<file path="src/inc/rpc_pkg.sv">
// rpc_pkg: constants and types shared by the reset and power-on controller
// assumes a 10 MHz system clock; all slow rates are derived as enable pulses
package rpc_pkg;
  localparam int unsigned CLK_HZ           = 10000000;
  // power stabilization wait, typical
  localparam int unsigned PWR_STAB_US      = 4600;
  localparam int unsigned PWR_STAB_CYC     = (PWR_STAB_US * (CLK_HZ / 1000000));
  // debounce low time for the reset pin
  localparam int unsigned DEBOUNCE_US      = 8000;
  localparam int unsigned DEBOUNCE_CYC     = (DEBOUNCE_US * (CLK_HZ / 1000000));
  // slow oscillator nominal rate, used to make the slow tick
  localparam int unsigned SLOW_OSC_HZ      = 16000;
  localparam int unsigned SLOW_TICK_CYC    = CLK_HZ / SLOW_OSC_HZ;
  // wide enough for the 8 ms debounce count at the system rate
  localparam int unsigned CNT_W            = 17;
  // clock stabilization counts
  localparam logic [11:0] CLK_STAB_FAST    = 12'h800;
  localparam logic [2:0]  CLK_STAB_SLOW    = 3'h5;
  // watchdog
  localparam logic [7:0]  WDT_CLEAR_CODE   = 8'h5a;
  localparam logic [7:0]  WDT_OVF_LAST     = 8'hff;
  localparam logic [15:0] RESET_VECTOR     = 16'h0000;

  typedef enum logic [1:0] {
    RPC_WDT_DISABLED = 2'h0,
    RPC_WDT_ENABLED  = 2'h1,
    RPC_WDT_ALWAYS   = 2'h2
  } rpc_wdt_mode_t;

  typedef enum logic [1:0] {
    RPC_PIN_RST_DEBOUNCE = 2'h0,
    RPC_PIN_RST_DIRECT   = 2'h1,
    RPC_PIN_GPIO         = 2'h2
  } rpc_pin_mode_t;

  typedef enum logic [2:0] {
    RPC_CLK_FAST_OSC  = 3'h0,
    RPC_CLK_FAST_RTC  = 3'h1,
    RPC_CLK_HS_XTAL   = 3'h2,
    RPC_CLK_STD_XTAL  = 3'h3,
    RPC_CLK_EXT_INPUT = 3'h4
  } rpc_clk_src_t;

  typedef enum logic [5:0] {
    RPC_ST_HOLD     = 6'b000001,
    RPC_ST_PWR_STAB = 6'b000010,
    RPC_ST_LOAD_CFG = 6'b000100,
    RPC_ST_CLK_STAB = 6'b001000,
    RPC_ST_RUN      = 6'b010000,
    RPC_ST_SOFT     = 6'b100000
  } rpc_state_t;
endpackage

</file>
<file path="src/logic/rpc_watchdog.sv">
// rpc_watchdog: 256-tick watchdog with prescaled slow-oscillator tick
// assumes i_slow_tick is a one-cycle enable at the slow oscillator rate
`timescale 1ns/10ps
module rpc_watchdog (
  input  wire logic       i_clk_sys,
  input  wire logic       i_rst,
  input  wire logic       i_sys_reset,
  input  wire logic       i_slow_tick,
  input  wire logic [1:0] i_prescale_sel,
  input  wire logic [1:0] i_mode,
  input  wire logic       i_low_power,
  input  wire logic       i_clear_wr,
  input  wire logic [7:0] i_clear_data,
  output logic            o_expire
);
  logic [4:0] pre_q;
  logic [4:0] pre_d;
  logic [7:0] cnt_q;
  logic [7:0] cnt_d;
  logic       expire_q;
  // span of 32 needs a sixth bit before the last count is taken
  wire  [5:0] pre_span = 6'h04 << i_prescale_sel;
  wire  [4:0] pre_last = 5'(pre_span - 6'h01);
  wire        counting = (i_mode == rpc_pkg::RPC_WDT_ALWAYS) ||
                         ((i_mode == rpc_pkg::RPC_WDT_ENABLED) && !i_low_power);
  wire        clear_hit = i_clear_wr && (i_clear_data == rpc_pkg::WDT_CLEAR_CODE);
  wire        wdt_tick  = counting && i_slow_tick && (pre_q == pre_last);

  assign pre_d = (!counting || clear_hit) ? 5'h00 :
                 (i_slow_tick ? ((pre_q == pre_last) ? 5'h00 : pre_q + 5'h01) : pre_q);
  assign cnt_d = (!counting || clear_hit) ? 8'h00 : (wdt_tick ? cnt_q + 8'h01 : cnt_q);

  always_ff @(posedge i_clk_sys) begin
    if (i_rst || i_sys_reset) begin
      pre_q    <= 5'h00;
      cnt_q    <= 8'h00;
      expire_q <= 1'b0;
    end else begin
      pre_q    <= pre_d;
      cnt_q    <= cnt_d;
      expire_q <= wdt_tick && (cnt_q == rpc_pkg::WDT_OVF_LAST) && !clear_hit;
    end
  end
  assign o_expire = expire_q;
endmodule

</file>
<file path="src/logic/rpc_reset_ctrl.sv">
// rpc_reset_ctrl: reset and power-on controller with sequencer, pin reset, watchdog
// assumes config straps are static; pin and detector inputs are asynchronous
// Summary of operation
// - reset requests come from low supply, watchdog, reset pin and software.
// - hardware resets run the power-on sequence; software reset skips it.
// - after reset, registers reset and fetch starts at address zero.
// - sequence starts on release: power stabilization, then clock stabilization.
// - power stabilization waits 4.6 ms before loading the clock choice.
// - after power wait, clock source choice is loaded and enabled.
// - clock stabilization counts 2048 source clocks and 5 slow clocks.
// - low supply detector output, at or below 1.8 V, requests reset.
// - firmware writes 0x5a to watchdog clear; this restarts the timer.
// - watchdog resets only when its timer expires uncleared.
// - always mode counts in normal, stop and idle modes.
// - enabled mode counts only in normal; disabled never counts.
// - watchdog tick is slow oscillator divided by 4, 8, 16 or 32.
// - shared pin: reset with debounce, reset without debounce, or gpio.
// - clock source is one of five options.
// - code protection option is taken from power-on configuration.
// - debounced pin resets only after 8 ms continuous low.
// - software reset needs two consecutive sets of the request bit.
// - watchdog overflow equals 256 prescaled slow ticks.
// - readable cause flags for low supply, watchdog and reset pin.
`timescale 1ns/10ps
module rpc_reset_ctrl #(
  parameter int unsigned PWR_STAB_CYC = rpc_pkg::PWR_STAB_CYC,
  parameter int unsigned DEBOUNCE_CYC = rpc_pkg::DEBOUNCE_CYC
) (
  input  wire logic        i_clk_sys,
  input  wire logic        i_rst,
  input  wire logic        i_low_supply_detect_level,
  input  wire logic        i_shared_reset_gpio_pin,
  input  wire logic        i_fast_clk_tick,
  input  wire logic        i_low_power,
  input  wire logic        i_watchdog_clear_wr,
  input  wire logic [7:0]  i_watchdog_clear_data,
  input  wire logic        i_soft_reset_wr,
  input  wire logic        i_soft_reset_request_bit,
  input  wire logic [2:0]  i_cfg_clk_src,
  input  wire logic [1:0]  i_cfg_pin_mode,
  input  wire logic [1:0]  i_cfg_wdt_mode,
  input  wire logic [1:0]  i_cfg_wdt_prescale,
  input  wire logic        i_cfg_code_protect,
  output logic             o_cpu_reset,
  output logic [15:0]      o_fetch_addr,
  output logic             o_reg_init,
  output logic [2:0]       o_clk_src,
  output logic             o_clk_src_en,
  output logic             o_code_protect,
  output logic             o_cause_low_supply,
  output logic             o_cause_watchdog,
  output logic             o_cause_pin,
  output logic             o_cause_soft,
  output logic             o_gpio_mode,
  output logic             o_gpio_in
);

  ////////////////////////////////////////////////////////////////////////////
  // synchronisers for asynchronous pins
  logic [1:0] lvd_sync_q;
  logic [1:0] pin_sync_q;
  always_ff @(posedge i_clk_sys) begin
    if (i_rst) begin
      lvd_sync_q <= 2'h0;
      pin_sync_q <= 2'h3;
    end else begin
      lvd_sync_q <= {lvd_sync_q[0], i_low_supply_detect_level};
      pin_sync_q <= {pin_sync_q[0], i_shared_reset_gpio_pin};
    end
  end
  wire lvd_req = lvd_sync_q[1];
  wire pin_low = !pin_sync_q[1];

  ////////////////////////////////////////////////////////////////////////////
  // slow oscillator tick from divider
  logic [rpc_pkg::CNT_W-1:0] slow_div_q;
  wire slow_tick = (slow_div_q == rpc_pkg::CNT_W'(rpc_pkg::SLOW_TICK_CYC - 1));
  always_ff @(posedge i_clk_sys) begin
    if (i_rst || slow_tick) begin
      slow_div_q <= '0;
    end else begin
      slow_div_q <= slow_div_q + rpc_pkg::CNT_W'(1);
    end
  end

  ////////////////////////////////////////////////////////////////////////////
  // reset pin: direct, debounced or gpio
  logic [rpc_pkg::CNT_W-1:0] deb_q;
  wire pin_is_rst = (i_cfg_pin_mode != rpc_pkg::RPC_PIN_GPIO);
  wire deb_mode   = (i_cfg_pin_mode == rpc_pkg::RPC_PIN_RST_DEBOUNCE);
  wire deb_done   = (deb_q == rpc_pkg::CNT_W'(DEBOUNCE_CYC - 1));
  always_ff @(posedge i_clk_sys) begin
    if (i_rst || !pin_low) begin
      deb_q <= '0; // short pulse forgets its progress
    end else if (!deb_done) begin
      deb_q <= deb_q + rpc_pkg::CNT_W'(1);
    end
  end
  // once debounced, reset holds while the pin stays low
  wire pin_req = pin_is_rst && pin_low && (deb_mode ? deb_done : 1'b1);

  ////////////////////////////////////////////////////////////////////////////
  // software reset: two consecutive sets
  logic soft_armed_q;
  logic soft_req_q;
  wire  soft_set = i_soft_reset_wr && i_soft_reset_request_bit;
  always_ff @(posedge i_clk_sys) begin
    if (i_rst || o_cpu_reset) begin
      soft_armed_q <= 1'b0;
      soft_req_q   <= 1'b0;
    end else if (i_soft_reset_wr) begin
      // a write of zero breaks the pair
      soft_armed_q <= soft_set && !soft_armed_q;
      soft_req_q   <= soft_set && soft_armed_q;
    end else begin
      soft_req_q   <= 1'b0;
    end
  end

  ////////////////////////////////////////////////////////////////////////////
  // watchdog
  logic wdt_expire;
  rpc_watchdog u_wdt (
    .i_clk_sys      (i_clk_sys),
    .i_rst          (i_rst),
    .i_sys_reset    (o_cpu_reset),
    .i_slow_tick    (slow_tick),
    .i_prescale_sel (i_cfg_wdt_prescale),
    .i_mode         (i_cfg_wdt_mode),
    .i_low_power    (i_low_power),
    .i_clear_wr     (i_watchdog_clear_wr),
    .i_clear_data   (i_watchdog_clear_data),
    .o_expire       (wdt_expire)
  );

  wire hw_req = lvd_req || pin_req || wdt_expire;

  ////////////////////////////////////////////////////////////////////////////
  // power-on sequencer
  rpc_pkg::rpc_state_t st_q;
  rpc_pkg::rpc_state_t st_d;
  logic [rpc_pkg::CNT_W-1:0] seq_cnt_q;
  logic [11:0] fast_cnt_q;
  logic [2:0]  slow_cnt_q;
  wire pwr_done  = (seq_cnt_q == rpc_pkg::CNT_W'(PWR_STAB_CYC - 1));
  wire fast_done = (fast_cnt_q == rpc_pkg::CLK_STAB_FAST);
  wire slow_done = (slow_cnt_q == rpc_pkg::CLK_STAB_SLOW);

  always_comb begin
    st_d = st_q;
    case (st_q)
      rpc_pkg::RPC_ST_HOLD:     if (!hw_req) st_d = rpc_pkg::RPC_ST_PWR_STAB;
      rpc_pkg::RPC_ST_PWR_STAB: if (pwr_done) st_d = rpc_pkg::RPC_ST_LOAD_CFG;
      rpc_pkg::RPC_ST_LOAD_CFG: st_d = rpc_pkg::RPC_ST_CLK_STAB;
      rpc_pkg::RPC_ST_CLK_STAB: if (fast_done && slow_done) st_d = rpc_pkg::RPC_ST_RUN;
      rpc_pkg::RPC_ST_SOFT:     st_d = rpc_pkg::RPC_ST_RUN;
      rpc_pkg::RPC_ST_RUN:      if (soft_req_q) st_d = rpc_pkg::RPC_ST_SOFT;
      default:                  st_d = rpc_pkg::RPC_ST_HOLD;
    endcase
    if (hw_req) begin
      st_d = rpc_pkg::RPC_ST_HOLD;
    end
  end

  always_ff @(posedge i_clk_sys) begin
    if (i_rst) begin
      st_q <= rpc_pkg::RPC_ST_HOLD;
    end else begin
      st_q <= st_d;
    end
  end

  always_ff @(posedge i_clk_sys) begin
    if (i_rst || st_q != rpc_pkg::RPC_ST_PWR_STAB) begin
      seq_cnt_q <= '0;
    end else begin
      seq_cnt_q <= seq_cnt_q + rpc_pkg::CNT_W'(1);
    end
  end

  always_ff @(posedge i_clk_sys) begin
    if (i_rst || st_q != rpc_pkg::RPC_ST_CLK_STAB) begin
      fast_cnt_q <= 12'h000;
      slow_cnt_q <= 3'h0;
    end else begin
      if (i_fast_clk_tick && !fast_done) begin
        fast_cnt_q <= fast_cnt_q + 12'h001;
      end
      if (slow_tick && !slow_done) begin
        slow_cnt_q <= slow_cnt_q + 3'h1;
      end
    end
  end

  ////////////////////////////////////////////////////////////////////////////
  // configuration load
  logic [2:0] clk_src_q;
  logic       clk_en_q;
  logic       protect_q;
  always_ff @(posedge i_clk_sys) begin
    if (i_rst) begin
      clk_src_q <= rpc_pkg::RPC_CLK_FAST_OSC;
      clk_en_q  <= 1'b0;
      protect_q <= 1'b1;
    end else if (st_q == rpc_pkg::RPC_ST_LOAD_CFG) begin
      // out-of-range choice falls back to the internal oscillator
      clk_src_q <= (i_cfg_clk_src > rpc_pkg::RPC_CLK_EXT_INPUT) ?
                   rpc_pkg::RPC_CLK_FAST_OSC : i_cfg_clk_src;
      clk_en_q  <= 1'b1;
      protect_q <= i_cfg_code_protect;
    end else if (st_q == rpc_pkg::RPC_ST_HOLD) begin
      clk_en_q  <= 1'b0;
    end
  end

  ////////////////////////////////////////////////////////////////////////////
  // cause flags: latched on entry to hold, kept across the sequence
  logic cause_lvd_q;
  logic cause_wdt_q;
  logic cause_pin_q;
  logic cause_soft_q;
  always_ff @(posedge i_clk_sys) begin
    if (i_rst) begin
      cause_lvd_q  <= 1'b0;
      cause_wdt_q  <= 1'b0;
      cause_pin_q  <= 1'b0;
      cause_soft_q <= 1'b0;
    end else if (hw_req && st_q != rpc_pkg::RPC_ST_HOLD) begin
      cause_lvd_q  <= lvd_req;
      cause_wdt_q  <= wdt_expire;
      cause_pin_q  <= pin_req;
      cause_soft_q <= 1'b0;
    end else if (soft_req_q && st_q == rpc_pkg::RPC_ST_RUN) begin
      cause_lvd_q  <= 1'b0;
      cause_wdt_q  <= 1'b0;
      cause_pin_q  <= 1'b0;
      cause_soft_q <= 1'b1;
    end else if (st_q == rpc_pkg::RPC_ST_HOLD) begin
      cause_lvd_q  <= cause_lvd_q | lvd_req;
      cause_wdt_q  <= cause_wdt_q | wdt_expire;
      cause_pin_q  <= cause_pin_q | pin_req;
    end
  end

  ////////////////////////////////////////////////////////////////////////////
  // outputs
  logic gpio_in_q;
  always_ff @(posedge i_clk_sys) begin
    if (i_rst) begin
      gpio_in_q <= 1'b1;
    end else begin
      gpio_in_q <= pin_sync_q[1];
    end
  end

  assign o_cpu_reset        = (st_q != rpc_pkg::RPC_ST_RUN);
  assign o_reg_init         = o_cpu_reset;
  assign o_fetch_addr       = rpc_pkg::RESET_VECTOR;
  assign o_clk_src          = clk_src_q;
  assign o_clk_src_en       = clk_en_q;
  assign o_code_protect     = protect_q;
  assign o_cause_low_supply = cause_lvd_q;
  assign o_cause_watchdog   = cause_wdt_q;
  assign o_cause_pin        = cause_pin_q;
  assign o_cause_soft       = cause_soft_q;
  assign o_gpio_mode        = !pin_is_rst;
  assign o_gpio_in          = gpio_in_q;
endmodule

</file>
<file path="config.mk">
export PLATFORM = sky130hd
export DESIGN_NAME = rpc_reset_ctrl
export DESIGN_NICKNAME = d
export VERILOG_FILES = /design/src/inc/rpc_pkg.sv /design/src/logic/rpc_watchdog.sv /design/src/logic/rpc_reset_ctrl.sv
export SDC_FILE = /design/constraint.sdc
export NUM_CORES = 1
export LEC_CHECK = 0
export ABC_AREA = 1
export BUFFER_PORTS_ARGS = -buffer_cell sky130_fd_sc_hd__buf_2
export CORE_MARGIN = 2
export CORE_UTILIZATION = 44
export CTS_CLUSTER_DIAMETER = 60
export DETAILED_ROUTE_END_ITERATION = 7
export MAX_ROUTING_LAYER = met4
export PLACE_DENSITY = 0.71
export SLEW_MARGIN = 20
export SYNTH_ARGS = -nofsm -noshare
export SYNTH_HDL_FRONTEND = slang
export SYNTH_SLANG_ARGS = --single-unit
</file>
<file path="constraint.sdc">
create_clock -name i_clk_sys -period 5.3 [get_ports i_clk_sys]
set_clock_uncertainty 0.2 [all_clocks]
set_input_delay 1.06 -clock i_clk_sys [delete_from_list [all_inputs] [get_ports i_clk_sys]]
set_output_delay 1.06 -clock i_clk_sys [all_outputs]
set_load 0.01 [all_outputs]
</file>
==> impl_metrics.json <==
{
  "yosys_warnings": 0,
  "core_area_um2": 11500,
  "worst_pin_slew_ps": 569,
  "die_h_um": 113,
  "pre_cts_slack_ps": 2660,
  "synthAdderAreaFrac_pct": 2.42,
  "routed.top_layer": "met4",
  "multiInputGateArea_um2": 2600,
  "fin_tns_setup_ps": 0,
  "synth_compound_area_share_pct": 9.64,
  "port_buffers": 39,
  "required_ps": 4040,
  "num_antenna_cells": 0,
  "met3_length_um": 287,
  "ys.flop_type": "dfxtp_1",
  "ys_types": 39,
  "first_iter_violations": 185,
  "synth.avg_cell_area_um2": 7.02,
  "drt_pass1_iterations": 4,
  "async_reset_ff_share_pct": 0,
  "met2_length_mm": 4.27,
  "routed_wl_mm": 9.75,
  "cts_buffers": 9,
  "die_area_um2": 12700,
  "layout_setup_ws_ps": 2670,
  "p_leak_nw": 2.32,
  "rows": 39,
  "p_per_area_nw_per_um2": 261,
  "yosysMostFrequentCell": "nand2_1",
  "fin_crit_ps": 2630,
  "crit_type": "in2out",
  "critical_path.startpoint_type": "primary input",
  "initial_core_util_pct": 45.2,
  "synth_top_area_cell": "dfxtp_1",
  "synth-edff-count": 0,
  "grt-ovfl-total": 0,
  "cts.sinks": 102,
  "hold_viol_final": 0,
  "ant_nets": 0,
  "die_x_um": 113,
  "post_cts_buffers": 0,
  "fin_crit_sh_pct": 49.7,
  "setup_viol": 0,
  "synthXorXnorAreaFrac_pct": 3.04,
  "htree_levels": 3,
  "cp_data_arrival_time_ps": 1370,
  "io_pins": 56,
  "path_clk_slew_ps": 70,
  "layout.nets": 819,
  "netlist_top_cells_area": "dfxtp_1 39%, nand2_1 10%, inv_1 7.8%",
  "ctsResizeCount": 0,
  "synth_top_family_by_area": "simple AND/OR/NAND/NOR gates",
  "fin_hold_ws_ps": 202,
  "crit_fanout": 2,
  "ys_seq_area_share_pct": 39.4,
  "final_area_um2": 5760,
  "drt-wirelength-per-cell_um": 10.5,
  "drcViolationCount": 0,
  "clockBufferDepth": 2,
  "dp_hpwl_mm": 7.31,
  "drive_gt1_share_pct": 13.2,
  "synthMuxAreaShare_pct": 0.217,
  "grt_antenna_before_repair": 0,
  "synth_top_area_share_pct": 39.4,
  "nFillCells": 1140,
  "root_buffer": "clkbuf_16",
  "wl_met1_mm": 4.96,
  "area_delta_synth_final_pct": 11.2,
  "rsz0062_at_grt": "no",
  "synthTopCellsByCount": "138 x nand2_1, 108 x inv_1, 102 x dfxtp_1",
  "placed_area_um2": 5470,
  "power_w": 0.00150,
  "cts_tree": "yes",
  "syn_area_um2": 5180,
  "dr_total_vias": 4457,
  "insertion_delay_ps": 350,
  "maxSlewHeadroom_pct": 62.0,
  "hp-class": "reg2reg",
  "drv_cap": 0,
  "grt_max_degree": 18,
  "gp_congestion": 0.839,
  "hold_buffers": 0,
  "status": "complete, no violations",
  "grt_pass1_vias": 4081,
  "max_freq_mhz": 380,
  "grt_pass1_wl_mm": 17.8,
  "seq_area_um2": 2040,
  "grt_util_all_layers_pct": 17.3,
  "peakVddDrop_uv": 138,
  "synth-simple-area-share_pct": 33.7,
  "synthCells": 738,
  "vias_per_cell": 4.79,
  "maxSlewViolCount": 0,
  "setup.worst_path.end_class": "output port",
  "ys_ff_latch": 102
}
-- flip-flops by register name, summed over array words and instances, names as in the netlist, 2 cells and up --
name / flops
deb_q: 17
u_wdt.cnt_q: 8
lvd_sync_q: 2
fast_cnt_q: 12
slow_div_q: 17
u_wdt.pre_q: 5
seq_cnt_q: 17
slow_cnt_q: 3
o_clk_src: 3
pin_sync_q: 2
st_q: 6
-- stage by stage --
stage	instances	util, %
finish	930	50.2
detailed placement	914	47.7
global route	930	50.2
floorplan	753	-
CTS	930	50.2
global placement	914	47.7
-- worst max-delay path: stages --
cell and delay (ps):
buf_2 100, nor2_1 80, buf_2 130
-- worst paths after layout --
check	startpoint	endpoint	slack, ps	cells past startpoint
setup / recovery	i_cfg_pin_mode[0]	o_gpio_mode	2670	3
hold / removal	lvd_sync_q[0]	lvd_sync_q[1]	200	2
setup reg to reg	fast_cnt_q[0]	fast_cnt_q[9]	3200	10
hold reg to reg	lvd_sync_q[0]	lvd_sync_q[1]	200	2
-- cell type report --
type                    count  area share (%)
inverters                 120            7.82
clock inverters             5           0.695
multi-input cells         510            45.1
repair buffers             39            3.39
clock buffers              11            4.39
flip-flops and latches    102            35.5
well taps                 143            3.11
-- report_power, final --
group | total, W | internal, W | switching, W
Sequential | 0.000782 | 0.000775 | 0.00000634
Clock | 0.000648 | 0.000349 | 0.000299
Combinational | 0.0000731 | 0.0000251 | 0.0000481
Total | 0.00150 | 0.00115 | 0.000354
-- kinds of logic (layout without fill, tap and decap cells) --
logic type / count (synthesis) / count (layout)
and+or+nand+nor: 371 / 371
buffers and inverters: 141 / 175
DFF: 102 / 102
AOI/OAI and AO/OA: 94 / 94
xor gates and xnor gates: 18 / 18
adders and majority gates: 10 / 10
other: 1 / 16
muxes: 1 / 1
-- per-layer routing --
layer | track usage, % | vias up
met4 | 7.48 | 0
met3 | 2.75 | 15
met1 | 22.5 | 1939
li1 | - | 2425
met5 | - | -
met2 | 26.7 | 78
-- cell usage in the layout, fill, tap and decap left out, types with 3 or more instances in the layout --
| cell type | Yosys | layout |
|---|---|---|
| nor3_2 | 3 | 3 |
| nand3_2 | 3 | 3 |
| a21oi_1 | 53 | 53 |
| nand2_1 | 138 | 138 |
| buf_2 | 2 | 39 |
| nand3_1 | 44 | 44 |
| xnor2_1 | 5 | 5 |
| nand4_1 | 22 | 22 |
| o21ai_0 | 30 | 30 |
| dfxtp_1 | 102 | 102 |
| nor4_1 | 6 | 6 |
| nor2_1 | 92 | 92 |
| inv_2 | 12 | 12 |
| nor2_4 | 3 | 3 |
| nor3_1 | 23 | 23 |
| xor2_1 | 13 | 13 |
| nor3b_1 | 9 | 9 |
| or2_2 | 9 | 9 |
| conb_1 | 1 | 16 |
| nor2_2 | 10 | 10 |
| ha_1 | 10 | 10 |
| clkbuf_16 | 0 | 9 |
| inv_1 | 108 | 108 |
Note: power is estimated with default switching activity, not from simulation.
